`src/core/srap_regs.vh`:
```
// Register offsets, field values, reset values and timing for the serial port
`ifndef SRAP_REGS_VH
`define SRAP_REGS_VH

// ****************************************************************
// Register offsets
// ****************************************************************
`define SRAP_ADDR_ID_LOW 7'h00
`define SRAP_ADDR_ID_HIGH 7'h01
`define SRAP_ADDR_CAL_W0 7'h04
`define SRAP_ADDR_CAL_W1 7'h05
`define SRAP_ADDR_CAL_W2 7'h06
`define SRAP_ADDR_STATUS 7'h0F
`define SRAP_ADDR_GUARD 7'h7E

// ****************************************************************
// Write guard codes and reset values
// ****************************************************************
`define SRAP_GUARD_PROTECTED 8'h00
`define SRAP_GUARD_OPEN 8'h01
`define SRAP_GUARD_SINGLE 8'h02
`define SRAP_GUARD_RESET 8'h00
`define SRAP_CAL_RESET 24'h00_0000
`define SRAP_STATUS_RESET 8'h00
`define SRAP_ID_LOW_VALUE 8'h5A
`define SRAP_ID_HIGH_VALUE 8'hC3

// ****************************************************************
// Frame layout and timing
// ****************************************************************
`define SRAP_RW_BIT 0
`define SRAP_ADDR_BITS 7
`define SRAP_FRAME_BITS 16
`define SRAP_HALF_PERIOD_MIN_NS 45
`define SRAP_CLK_PERIOD_NS 10

`endif

```
`src/core/srap_sync.v`:
```
// Two-stage synchroniser for the serial port pins
`timescale 1ns/1ps
module srap_sync #(
  parameter WIDTH = 3
) (
  input wire ref_clk_i,
  input wire sys_rst_i,
  input wire [WIDTH-1:0] async_i,
  output reg [WIDTH-1:0] sync_o
);
  reg [WIDTH-1:0] meta;

  // First stage feeds only the second stage
  always @(posedge ref_clk_i) begin
    if (sys_rst_i) begin
      meta <= {WIDTH{1'b1}};
      sync_o <= {WIDTH{1'b1}};
    end else begin
      meta <= async_i;
      sync_o <= meta;
    end
  end
endmodule // srap_sync

```
`src/core/srap_regfile.v`:
```
// Register store with the write guard and the three-word calibration value
`timescale 1ns/1ps
`include "srap_regs.vh"
module srap_regfile (
  input wire ref_clk_i,
  input wire sys_rst_i,
  input wire wr_en_i,
  input wire [6:0] wr_addr_i,
  input wire [7:0] wr_data_i,
  input wire [6:0] rd_addr_i,
  input wire [7:0] status_set_i,
  output reg [7:0] rd_data_o,
  output reg [7:0] guard_o,
  output reg [23:0] cal_o,
  output reg [7:0] status_o
);
  reg [7:0] cal_w0;
  reg [7:0] cal_w1;
  reg [1:0] cal_step;
  wire guard_hit;
  wire open_ok;
  wire w1c_only;

  assign guard_hit = (wr_addr_i == `SRAP_ADDR_GUARD);
  // Writes outside the guard pass only when unlocked
  assign open_ok = (guard_o == `SRAP_GUARD_OPEN) ||
                   (guard_o == `SRAP_GUARD_SINGLE);
  assign w1c_only = (wr_addr_i == `SRAP_ADDR_STATUS);

  // ****************************************************************
  // Write side
  // ****************************************************************
  always @(posedge ref_clk_i) begin
    if (sys_rst_i) begin
      guard_o <= `SRAP_GUARD_RESET;
      cal_o <= `SRAP_CAL_RESET;
      cal_w0 <= 8'h00;
      cal_w1 <= 8'h00;
      cal_step <= 2'd0;
      status_o <= `SRAP_STATUS_RESET;
    end else begin
      // Set wins over a clear in the same cycle; zero bits leave it alone
      status_o <= status_o | status_set_i;
      if (wr_en_i && guard_hit) begin
        guard_o <= wr_data_i;
      end else if (wr_en_i && open_ok) begin
        if (w1c_only) begin
          // Clearing status does not spend the single allowance
          status_o <= (status_o & ~wr_data_i) | status_set_i;
        end else if (guard_o == `SRAP_GUARD_SINGLE) begin
          guard_o <= `SRAP_GUARD_PROTECTED;
        end
        // Calibration only takes effect on the third word in order
        if (wr_addr_i == `SRAP_ADDR_CAL_W0) begin
          cal_w0 <= wr_data_i;
          cal_step <= 2'd1;
        end else if (wr_addr_i == `SRAP_ADDR_CAL_W1 && cal_step == 2'd1) begin
          cal_w1 <= wr_data_i;
          cal_step <= 2'd2;
        end else if (wr_addr_i == `SRAP_ADDR_CAL_W2 && cal_step == 2'd2) begin
          cal_o <= {wr_data_i, cal_w1, cal_w0};
          cal_step <= 2'd0;
        end else begin
          cal_step <= 2'd0;
        end
      end
    end
  end

  // ****************************************************************
  // Registered read port
  // ****************************************************************
  always @(posedge ref_clk_i) begin
    if (sys_rst_i) begin
      rd_data_o <= 8'h00;
    end else begin
      case (rd_addr_i)
        `SRAP_ADDR_ID_LOW: rd_data_o <= `SRAP_ID_LOW_VALUE;
        `SRAP_ADDR_ID_HIGH: rd_data_o <= `SRAP_ID_HIGH_VALUE;
        `SRAP_ADDR_CAL_W0: rd_data_o <= cal_o[7:0];
        `SRAP_ADDR_CAL_W1: rd_data_o <= cal_o[15:8];
        `SRAP_ADDR_CAL_W2: rd_data_o <= cal_o[23:16];
        `SRAP_ADDR_STATUS: rd_data_o <= status_o;
        `SRAP_ADDR_GUARD: rd_data_o <= guard_o;
        default: rd_data_o <= 8'h00;
      endcase
    end
  end
endmodule // srap_regfile

```
`src/core/srap_top.v`:
```
// Serial register access port: frame decoder and output driver
// Notes on behaviour
// - Registers are reached only through the serial port; no parallel bus.
// - Edge select low: read bits are launched on serial clock rising edges.
// - Edge select high: read bits are launched on serial clock falling edges.
// - Write data is sampled on the serial clock rising edge.
// - Serial data output goes high impedance once chip select rises.
// - Reset loads every register default before any access acts.
// - Protected mode ignores writes except to the write guard register.
// - Fully unprotected mode accepts writes to every writable register.
// - Single mode allows one write, then relocks; clearing status doesn't count.
// - Writing zero to a write-one-to-clear status bit leaves it unchanged.
// - New calibration applies only after all three words are written.
// - Offset 00 reads the low identification byte.
// - Offset 01 reads the high identification byte.
// - Write guard mode lives in an eight-bit register at 7E.
`timescale 1ns/1ps
`include "srap_regs.vh"
module srap_top (
  input wire ref_clk_i,
  input wire sys_rst_i,
  input wire serial_clk_i,
  input wire chip_sel_n_i,
  input wire serial_data_in_i,
  input wire read_edge_select_i,
  input wire [7:0] status_event_i,
  output reg serial_data_out_o,
  output reg serial_data_out_oe_n_o,
  output reg [7:0] write_guard_o,
  output reg [23:0] calibration_o,
  output reg [7:0] status_o
);
  // ****************************************************************
  // Pin synchronisation
  // ****************************************************************
  wire [3:0] pins_sync;
  wire sclk_s;
  wire csn_s;
  wire sdi_s;
  wire edge_sel_s;
  reg sclk_d;
  wire sclk_rise;
  wire sclk_fall;

  srap_sync #(.WIDTH(4)) u_sync (
    .ref_clk_i(ref_clk_i),
    .sys_rst_i(sys_rst_i),
    .async_i({read_edge_select_i, serial_data_in_i, chip_sel_n_i,
              serial_clk_i}),
    .sync_o(pins_sync)
  );

  assign sclk_s = pins_sync[0];
  assign csn_s = pins_sync[1];
  assign sdi_s = pins_sync[2];
  assign edge_sel_s = pins_sync[3];
  // Edges are taken from synchronised samples only
  assign sclk_rise = sclk_s & ~sclk_d;
  assign sclk_fall = ~sclk_s & sclk_d;

  // ****************************************************************
  // Frame decoder
  // ****************************************************************
  localparam ST_IDLE = 2'd0;
  localparam ST_HEAD = 2'd1;
  localparam ST_DATA = 2'd2;
  localparam ST_DONE = 2'd3;

  reg [1:0] state;
  reg [1:0] next_state;
  reg [4:0] bit_cnt;
  reg [7:0] shift_in;
  reg read_flag;
  reg [6:0] addr;
  reg [7:0] rd_shift;
  reg wr_en;
  wire [7:0] rd_data;
  wire [7:0] guard;
  wire [23:0] cal;
  wire [7:0] status;
  reg launch_first;

  // Next state of the frame tracker
  always @* begin
    next_state = state;
    case (state)
      ST_IDLE: if (!csn_s) next_state = ST_HEAD;
      ST_HEAD: begin
        if (csn_s) next_state = ST_IDLE;
        else if (bit_cnt == 5'd8) next_state = ST_DATA;
      end
      ST_DATA: begin
        if (csn_s) next_state = ST_IDLE;
        else if (bit_cnt == `SRAP_FRAME_BITS) next_state = ST_DONE;
      end
      ST_DONE: if (csn_s) next_state = ST_IDLE;
      default: next_state = ST_IDLE;
    endcase
  end

  // Bit capture on synchronised rising edges
  always @(posedge ref_clk_i) begin
    if (sys_rst_i) begin
      state <= ST_IDLE;
      sclk_d <= 1'b0;
      bit_cnt <= 5'd0;
      shift_in <= 8'h00;
      read_flag <= 1'b0;
      addr <= 7'h00;
      wr_en <= 1'b0;
      launch_first <= 1'b0;
    end else begin
      sclk_d <= sclk_s;
      state <= next_state;
      wr_en <= 1'b0;
      launch_first <= 1'b0;
      if (csn_s) begin
        bit_cnt <= 5'd0;
      end else if (sclk_rise && bit_cnt < `SRAP_FRAME_BITS) begin
        // Data is taken on the rising edge of the serial clock
        shift_in <= {shift_in[6:0], sdi_s};
        bit_cnt <= bit_cnt + 5'd1;
        if (bit_cnt == `SRAP_RW_BIT)
          read_flag <= sdi_s;
        if (bit_cnt == 5'd7) begin
          addr <= {shift_in[5:0], sdi_s};
          launch_first <= 1'b1;
        end
        // Only a completed write frame reaches the registers
        if (bit_cnt == 5'd15 && !read_flag)
          wr_en <= 1'b1;
      end
    end
  end

  srap_regfile u_regs (
    .ref_clk_i(ref_clk_i),
    .sys_rst_i(sys_rst_i),
    .wr_en_i(wr_en),
    .wr_addr_i(addr),
    .wr_data_i(shift_in),
    .rd_addr_i(addr),
    .status_set_i(status_event_i),
    .rd_data_o(rd_data),
    .guard_o(guard),
    .cal_o(cal),
    .status_o(status)
  );

  // ****************************************************************
  // Read data launch
  // ****************************************************************
  // The read port lags the address by a cycle; load a cycle later
  reg load_rd;
  wire launch_edge;

  // Edge select picks which serial clock edge shifts out the next bit
  assign launch_edge = edge_sel_s ? sclk_fall : sclk_rise;

  always @(posedge ref_clk_i) begin
    if (sys_rst_i) begin
      load_rd <= 1'b0;
      rd_shift <= 8'h00;
      serial_data_out_o <= 1'b0;
      serial_data_out_oe_n_o <= 1'b1;
    end else begin
      load_rd <= launch_first;
      if (csn_s) begin
        // Release the output as soon as the frame ends
        serial_data_out_oe_n_o <= 1'b1;
      end else if (load_rd && read_flag) begin
        rd_shift <= rd_data;
      end else if (read_flag && state == ST_DATA && launch_edge) begin
        serial_data_out_o <= rd_shift[7];
        serial_data_out_oe_n_o <= 1'b0;
        rd_shift <= {rd_shift[6:0], 1'b0};
      end
    end
  end

  // Register copies keep every output straight from a flip-flop
  always @(posedge ref_clk_i) begin
    if (sys_rst_i) begin
      write_guard_o <= `SRAP_GUARD_RESET;
      calibration_o <= `SRAP_CAL_RESET;
      status_o <= `SRAP_STATUS_RESET;
    end else begin
      write_guard_o <= guard;
      calibration_o <= cal;
      status_o <= status;
    end
  end
endmodule // srap_top

```
`config.mk`:
```
export PLATFORM = sky130hd
export DESIGN_NAME = srap_top
export DESIGN_NICKNAME = d
export VERILOG_FILES = /design/src/core/srap_sync.v /design/src/core/srap_regfile.v /design/src/core/srap_top.v
export VERILOG_INCLUDE_DIRS = /design/src /design/src/core
export SDC_FILE = /design/constraint.sdc
export NUM_CORES = 1
export LEC_CHECK = 0
export ABC_AREA = 1
export BUFFER_PORTS_ARGS = -buffer_cell sky130_fd_sc_hd__clkbuf_2
export CAP_MARGIN = 15
export CORE_MARGIN = 2
export CORE_UTILIZATION = 50
export DETAILED_ROUTE_END_ITERATION = 10
export PLACE_DENSITY = 0.69
export SLEW_MARGIN = 20
export SYNTH_ARGS = -nofsm -noshare
export SYNTH_HDL_FRONTEND = slang
export SYNTH_SLANG_ARGS = --single-unit
export TNS_END_PERCENT = 20
```
`constraint.sdc`:
```
create_clock -name ref_clk_i -period 1.9 [get_ports ref_clk_i]
set_clock_uncertainty 0.05 [all_clocks]
set_input_delay 0.095 -clock ref_clk_i [delete_from_list [all_inputs] [get_ports ref_clk_i]]
set_output_delay 0.095 -clock ref_clk_i [all_outputs]
set_load 0.01 [all_outputs]
```
# Yosys cells after proc, flatten, opt, wreduce, memory -nomap -nowiden
# Index checks and enable logic that the tools add are counted.
totals:
  reg_bits: 151
  inputBits: 14
  out_inout_bits: 42
classes:
  bitwise_logic: 14
  n_mux: 22
  add_sub_neg: 1
  magnitude_cmp: 1
  eq_ne: 22
  reduce_logical: 31
op_table:
  columns: ["operator", "count"]
  rows:
  - ["$mux 8", 9]
  - ["$pmux 8 s7", 1]
  - ["$eq 7x3->1 const B", 3]
  - ["$mux 2", 8]
  - ["$or 8x8->8", 2]
  - ["$reduce_and 3->1", 5]
  - ["$eq 5x4->1 const B", 2]
  - ["$logic_and 1x1->1", 9]
  - ["$and 8x8->8", 1]
  - ["$eq 8x1->1 const B", 1]
  - ["$eq 8x2->1 const B", 1]
  - ["$not 1->1", 8]
  - ["$not 8->8", 1]
  - ["$pmux 2 s4", 1]
  - ["$reduce_and 2->1", 4]
  - ["$reduce_and 4->1", 2]
  - ["$eq 7x1->1 const B", 1]
  - ["$eq 7x4->1 const B", 1]
  - ["$eq 7x7->1 const B", 1]
  - ["$logic_not 7->1", 1]
  - ["$eq 2x2->1 const B", 3]
  - ["$ne 3x2->1 const B", 2]
  - ["$reduce_bool 2->1", 3]
  - ["$add 5x1->5 const B", 1]
  - ["15 further kinds", 20]

# Longest topological paths before layout
logic_depth:
  word_depth: 6
  depth_mapped: 9

# Modules after synthesis
# A second synthesis with hierarchy kept.
hier_totals:
  cells_unflattened: 925
  area_unflattened_um2: 6384.9
by_module_without_submodules:
  columns: ["mod", "seq_area_each_um2", "n_inst", "area_per_inst_um2", "cells_per_inst"]
  rows:
  - ["srap_regfile", 1321.3, 1, 3392.0, 552]
  - ["srap_top", 1541.5, 1, 2768.9, 348]
  - ["srap_sync", 160.2, 1, 224.0, 25]

# Worst setup path after synthesis
# Ideal clock, no wire load.
synth_timing:
  kind: "register to register"
  startpoint: "register addr[0]"
  endpoint: "register u_regs.cal_o[10]"
  path_slack_ns: 0.469
  arrival_time_ns: 1.249
  t_required_ns: 1.718
  setup_ns: 0.132
  n_path_buf: 1
  path_stages_with_launch: 10
  cell_sequence: "dfxtp_1 > inv_2 > nand2_2 > nor2_8 > nand2_4 > nor2_8 > nand2_2 > buf_2 > nand2_1 > a21oi_1"
synth_via:
  elab_chain_cells: 4
  elab_cells_between_ends: 11
  cone_classes: "eq/ne: 4; bitwise: 3; reduce/logical: 4"
synth_rtl:
  columns: ["element", "line", "text"]
  rows:
  - ["start, declared", "srap_top.v:74", "reg [6:0] addr;"]
  - ["start signal, assigned", "srap_top.v:126", "addr <= {shift_in[5:0], sdi_s};"]
  - ["$eq 7x3->1 (no line) or $eq 7x7->1 (tied branches)", null, null]
  - ["$logic_and 1x1->1, on equally long branches", "srap_regfile.v:57, srap_regfile.v:44", null]
  - ["$not 1->1 (no line)", null, null]
  - ["$reduce_and 5->1 (no line) *", null, null]
  - ["end signal, assigned", "srap_regfile.v:36", "cal_o <= `SRAP_CAL_RESET;"]
  - ["end signal, assigned", "srap_regfile.v:61", "cal_o <= {wr_data_i, cal_w1, cal_w0};"]
  - ["end, declared", "srap_regfile.v:14", "output reg [23:0] cal_o,"]
# Every way passes the cells marked *; elsewhere a longest branch is shown, timed or not.
# A chain may end at the register's enable or synchronous reset.

# Worst setup path after layout
layout_timing:
  startpoint: "register addr[2]"
  endpoint: "register u_regs.cal_w0[5]"
layout_via:
  elab_chain_cells: 4
  elab_cells_between_ends: 5
  cone_classes: "eq/ne: 2; bitwise: 1; reduce/logical: 2"
layout_rtl:
  columns: ["element", "line", "text"]
  rows:
  - ["$eq 7x7->1", null, null]
  - ["$logic_and 1x1->1", "srap_regfile.v:44", "if (wr_en_i && guard_hit) begin"]
  - ["$not 1->1 (no line)", null, null]
  - ["$reduce_and 3->1 (no line) *", null, null]
  - ["end signal, assigned", "srap_regfile.v:55", "cal_w0 <= wr_data_i;"]
  - ["end, declared", "srap_regfile.v:17", "reg [7:0] cal_w0;"]
# Marked as above.

==> out/results.ini <==
[critical_path]
start_kind=register
cp_slowest_stage_delay_ns=0.49
path_delay_family=simple AND/OR/NAND/NOR gates
path_max_fanout=14
criticalPathCategory=register to register
cp-startpoint=addr[2]$_SDFFE_PP0P_
arrival_ns=1.99
critPathBufInv=1
r2r-start=addr[2]$_SDFFE_PP0P_
crit_chain=inv_1 > nor2_1 > nand2_1 > nor2_4 > nand2_1 > nand2_1 > a21oi_1
crit_top_cell=nand2_1
end_kind=register
cp_slowest_cell=dfxtp_1
required_ns=2.14

[global_routing]
grt-ovfl-total=0
antenna_found_initial=0
grt_first_pass_wirelength_um=25000
grt_pass1_vias=5004
grt_max_degree=32
grt_usage_pct=24.9

[clock_tree]
clockBufferDepth=2
insertion_delay_ns=0.42
clock-root-buffer=clkbuf_16
cts_made_buffers=17
cts_tree=yes
ctsHtreeMaxLevel=4
clock-sinks=151
cts.clk_slew.worst_paths_ns=0.06

[final_layout]
multiInputGateArea_mm2=0.00244
finalNetCount=866
final_core_util_pct=61.3
area_growth_pct=18.8
nFillCells=1042
drive_above_1_share_pct=15.1
seq_area_mm2=0.00302
n_antenna_cell=0

[sta]
tns_ns=0
layout_min_cycle_time_ns=1.75
finalSetupViolations=0
drv_slew=0
finalHoldViolations=0
max_slew_margin_pct=62.5
rsz0062_at_grt=no
worstMarginPinSlew_ns=0.562
setup_slack_ns=0.153
max_freq_ghz=0.572
min_period_over_period_pct=92.0

[flow_run]
maxCapViolCount=0

[synthesis]
netlist-cell-type-count=29
yosysMostFrequentCell=nand2_1
ys_seq_area_share_pct=51.1
synth_enable_flop_cells=0
synth_cells=784
synth_top_area_share_pct=51.1
synth_nets=801
ys_ff_latch=151
synth_top_area_cell=dfxtp_1
postSynthAreaPerCell_um2=7.55
ys.flop_type=dfxtp_1
synth_commonest_cells=nand2_1 (184), dfxtp_1 (151), nand3_1 (94)
syn_area_mm2=0.00592
synth_warnings=0
synth.area.top_cells=dfxtp_1 (51%), nand2_1 (12%), nand3_1 (7.9%), a21oi_1 (6.2%), nor2_1 (5.9%)
async_flop_share_pct=0

[placement]
post-place-ws_ns=0.207
port_buffers=55
dp_hpwl_um=10400
gp_congestion=0.919

[power]
finalPower_mw=6.86
vdd_drop_max_uv=861
leakage_nw=2.94
p_per_area_mw_per_mm2=976

[detailed_routing]
drtIter0Drc=439
drc=0
ant_nets=0
vias_per_cell=5.23
wl_per_cell_um=15.2
drt_wl_total_um=15300
drt-pass1-iter-count=6
vias=5246

[die]
die_area_mm2=0.0127
num_rows=39
start_util_pct=51.6
coreArea_mm2=0.0115
die_h_um=113
dieWidth_um=113
ios=56

[outcome]
status=completed

[hold_path]
hp-start=serial_data_in_i
hold_class=input port to register

[worst reg2reg max path, stage by stage (launching register included)]
cell     delay (ns)
dfxtp_1        0.49
inv_1          0.07
nor2_1         0.16
nand2_1        0.12
nor2_4         0.29
nand2_1        0.26
nand2_1        0.12
a21oi_1        0.06
[where the power goes]
group,switching (mW),internal [mW],total [mW]
logic,0.114,0.0717,0.185
registers,0.0441,3.22,3.26
clock network,1.24,2.18,3.41
total,1.39,5.47,6.86
[path summary, 6_finish.rpt]
kind	slack (ns)	end	cells past startpoint
max	0.15	u_regs.cal_w0[5]$_SDFFE_PP0P_	7
min	0.35	u_sync.meta[2]$_SDFF_PP1_	3
max reg2reg	0.15	u_regs.cal_w0[5]$_SDFFE_PP0P_	7
min reg2reg	0.36	load_rd$_SDFF_PP0_	2
[cell usage in the layout, fill, tap and decap left out, types with 5 or more instances in the layout]
| master | instances |
|---|---|
| a21oi_1 | 73 |
| buf_4 | 14 |
| clkbuf_16 | 17 |
| clkbuf_2 | 54 |
| clkinv_2 | 5 |
| dfxtp_1 | 151 |
| dlygate4sd3_1 | 13 |
| inv_1 | 72 |
| nand2_1 | 184 |
| nand2_2 | 7 |
| nand3_1 | 94 |
| nand3b_1 | 8 |
| nor2_1 | 92 |
| nor2_4 | 7 |
| o21ai_0 | 17 |
| o21ai_1 | 6 |
| or2_2 | 9 |
[layer usage]
layer	GRT usage, %	share of wire (%)
met5	0	0
met4	11.4	3.1
met3	5.14	6.9
met2	38.7	45
met1	33.6	44
[registers in the layout (all words and copies together), names as in the netlist, 7 cells and up]
name	flops
shift_in	8
rd_shift	8
u_regs.cal_o	24
u_regs.status_o	8
u_regs.guard_o	8
addr	7
u_regs.cal_w0	8
calibration_o	24
u_regs.cal_w1	8
u_regs.rd_data_o	8
status_o	8
write_guard_o	8
[timing repair]
item / 4_1_cts / 5_1_grt
hold endpoints to repair: 14 / 0
resized for setup: 0 / 0
setup buffers: 0 / 0
hold buffers: 13 / 0
[cell type report]
class,count,area share [%]
multi-input combinational,520,34.7
sequential,151,43.0
clock inverter,10,2.19
clock buffer,21,6.26
timing repair buffer,81,7.19
inverter,78,4.16
tap,143,2.54
[stage by stage]
step	instance area (um^2)	hold slack, ns	cells
floorplan	5920	0.149	784
global placement	6310	0.227	960
detailed placement	6310	0.232	960
CTS	7030	0.336	1004
global route	7030	0.370	1004
finish	7030	0.354	1004
[logic make-up (layout without fill, tap and decap cells)]
logic type	after synthesis	count (layout)	share of synthesized area (%)
simple gates	418	418	32.0
fa+ha+maj	3	3	0.634
buf+inv	113	190	7.82
flops	151	151	51.1
compound gates	99	99	8.50
Power figures use the tool's default switching activity.
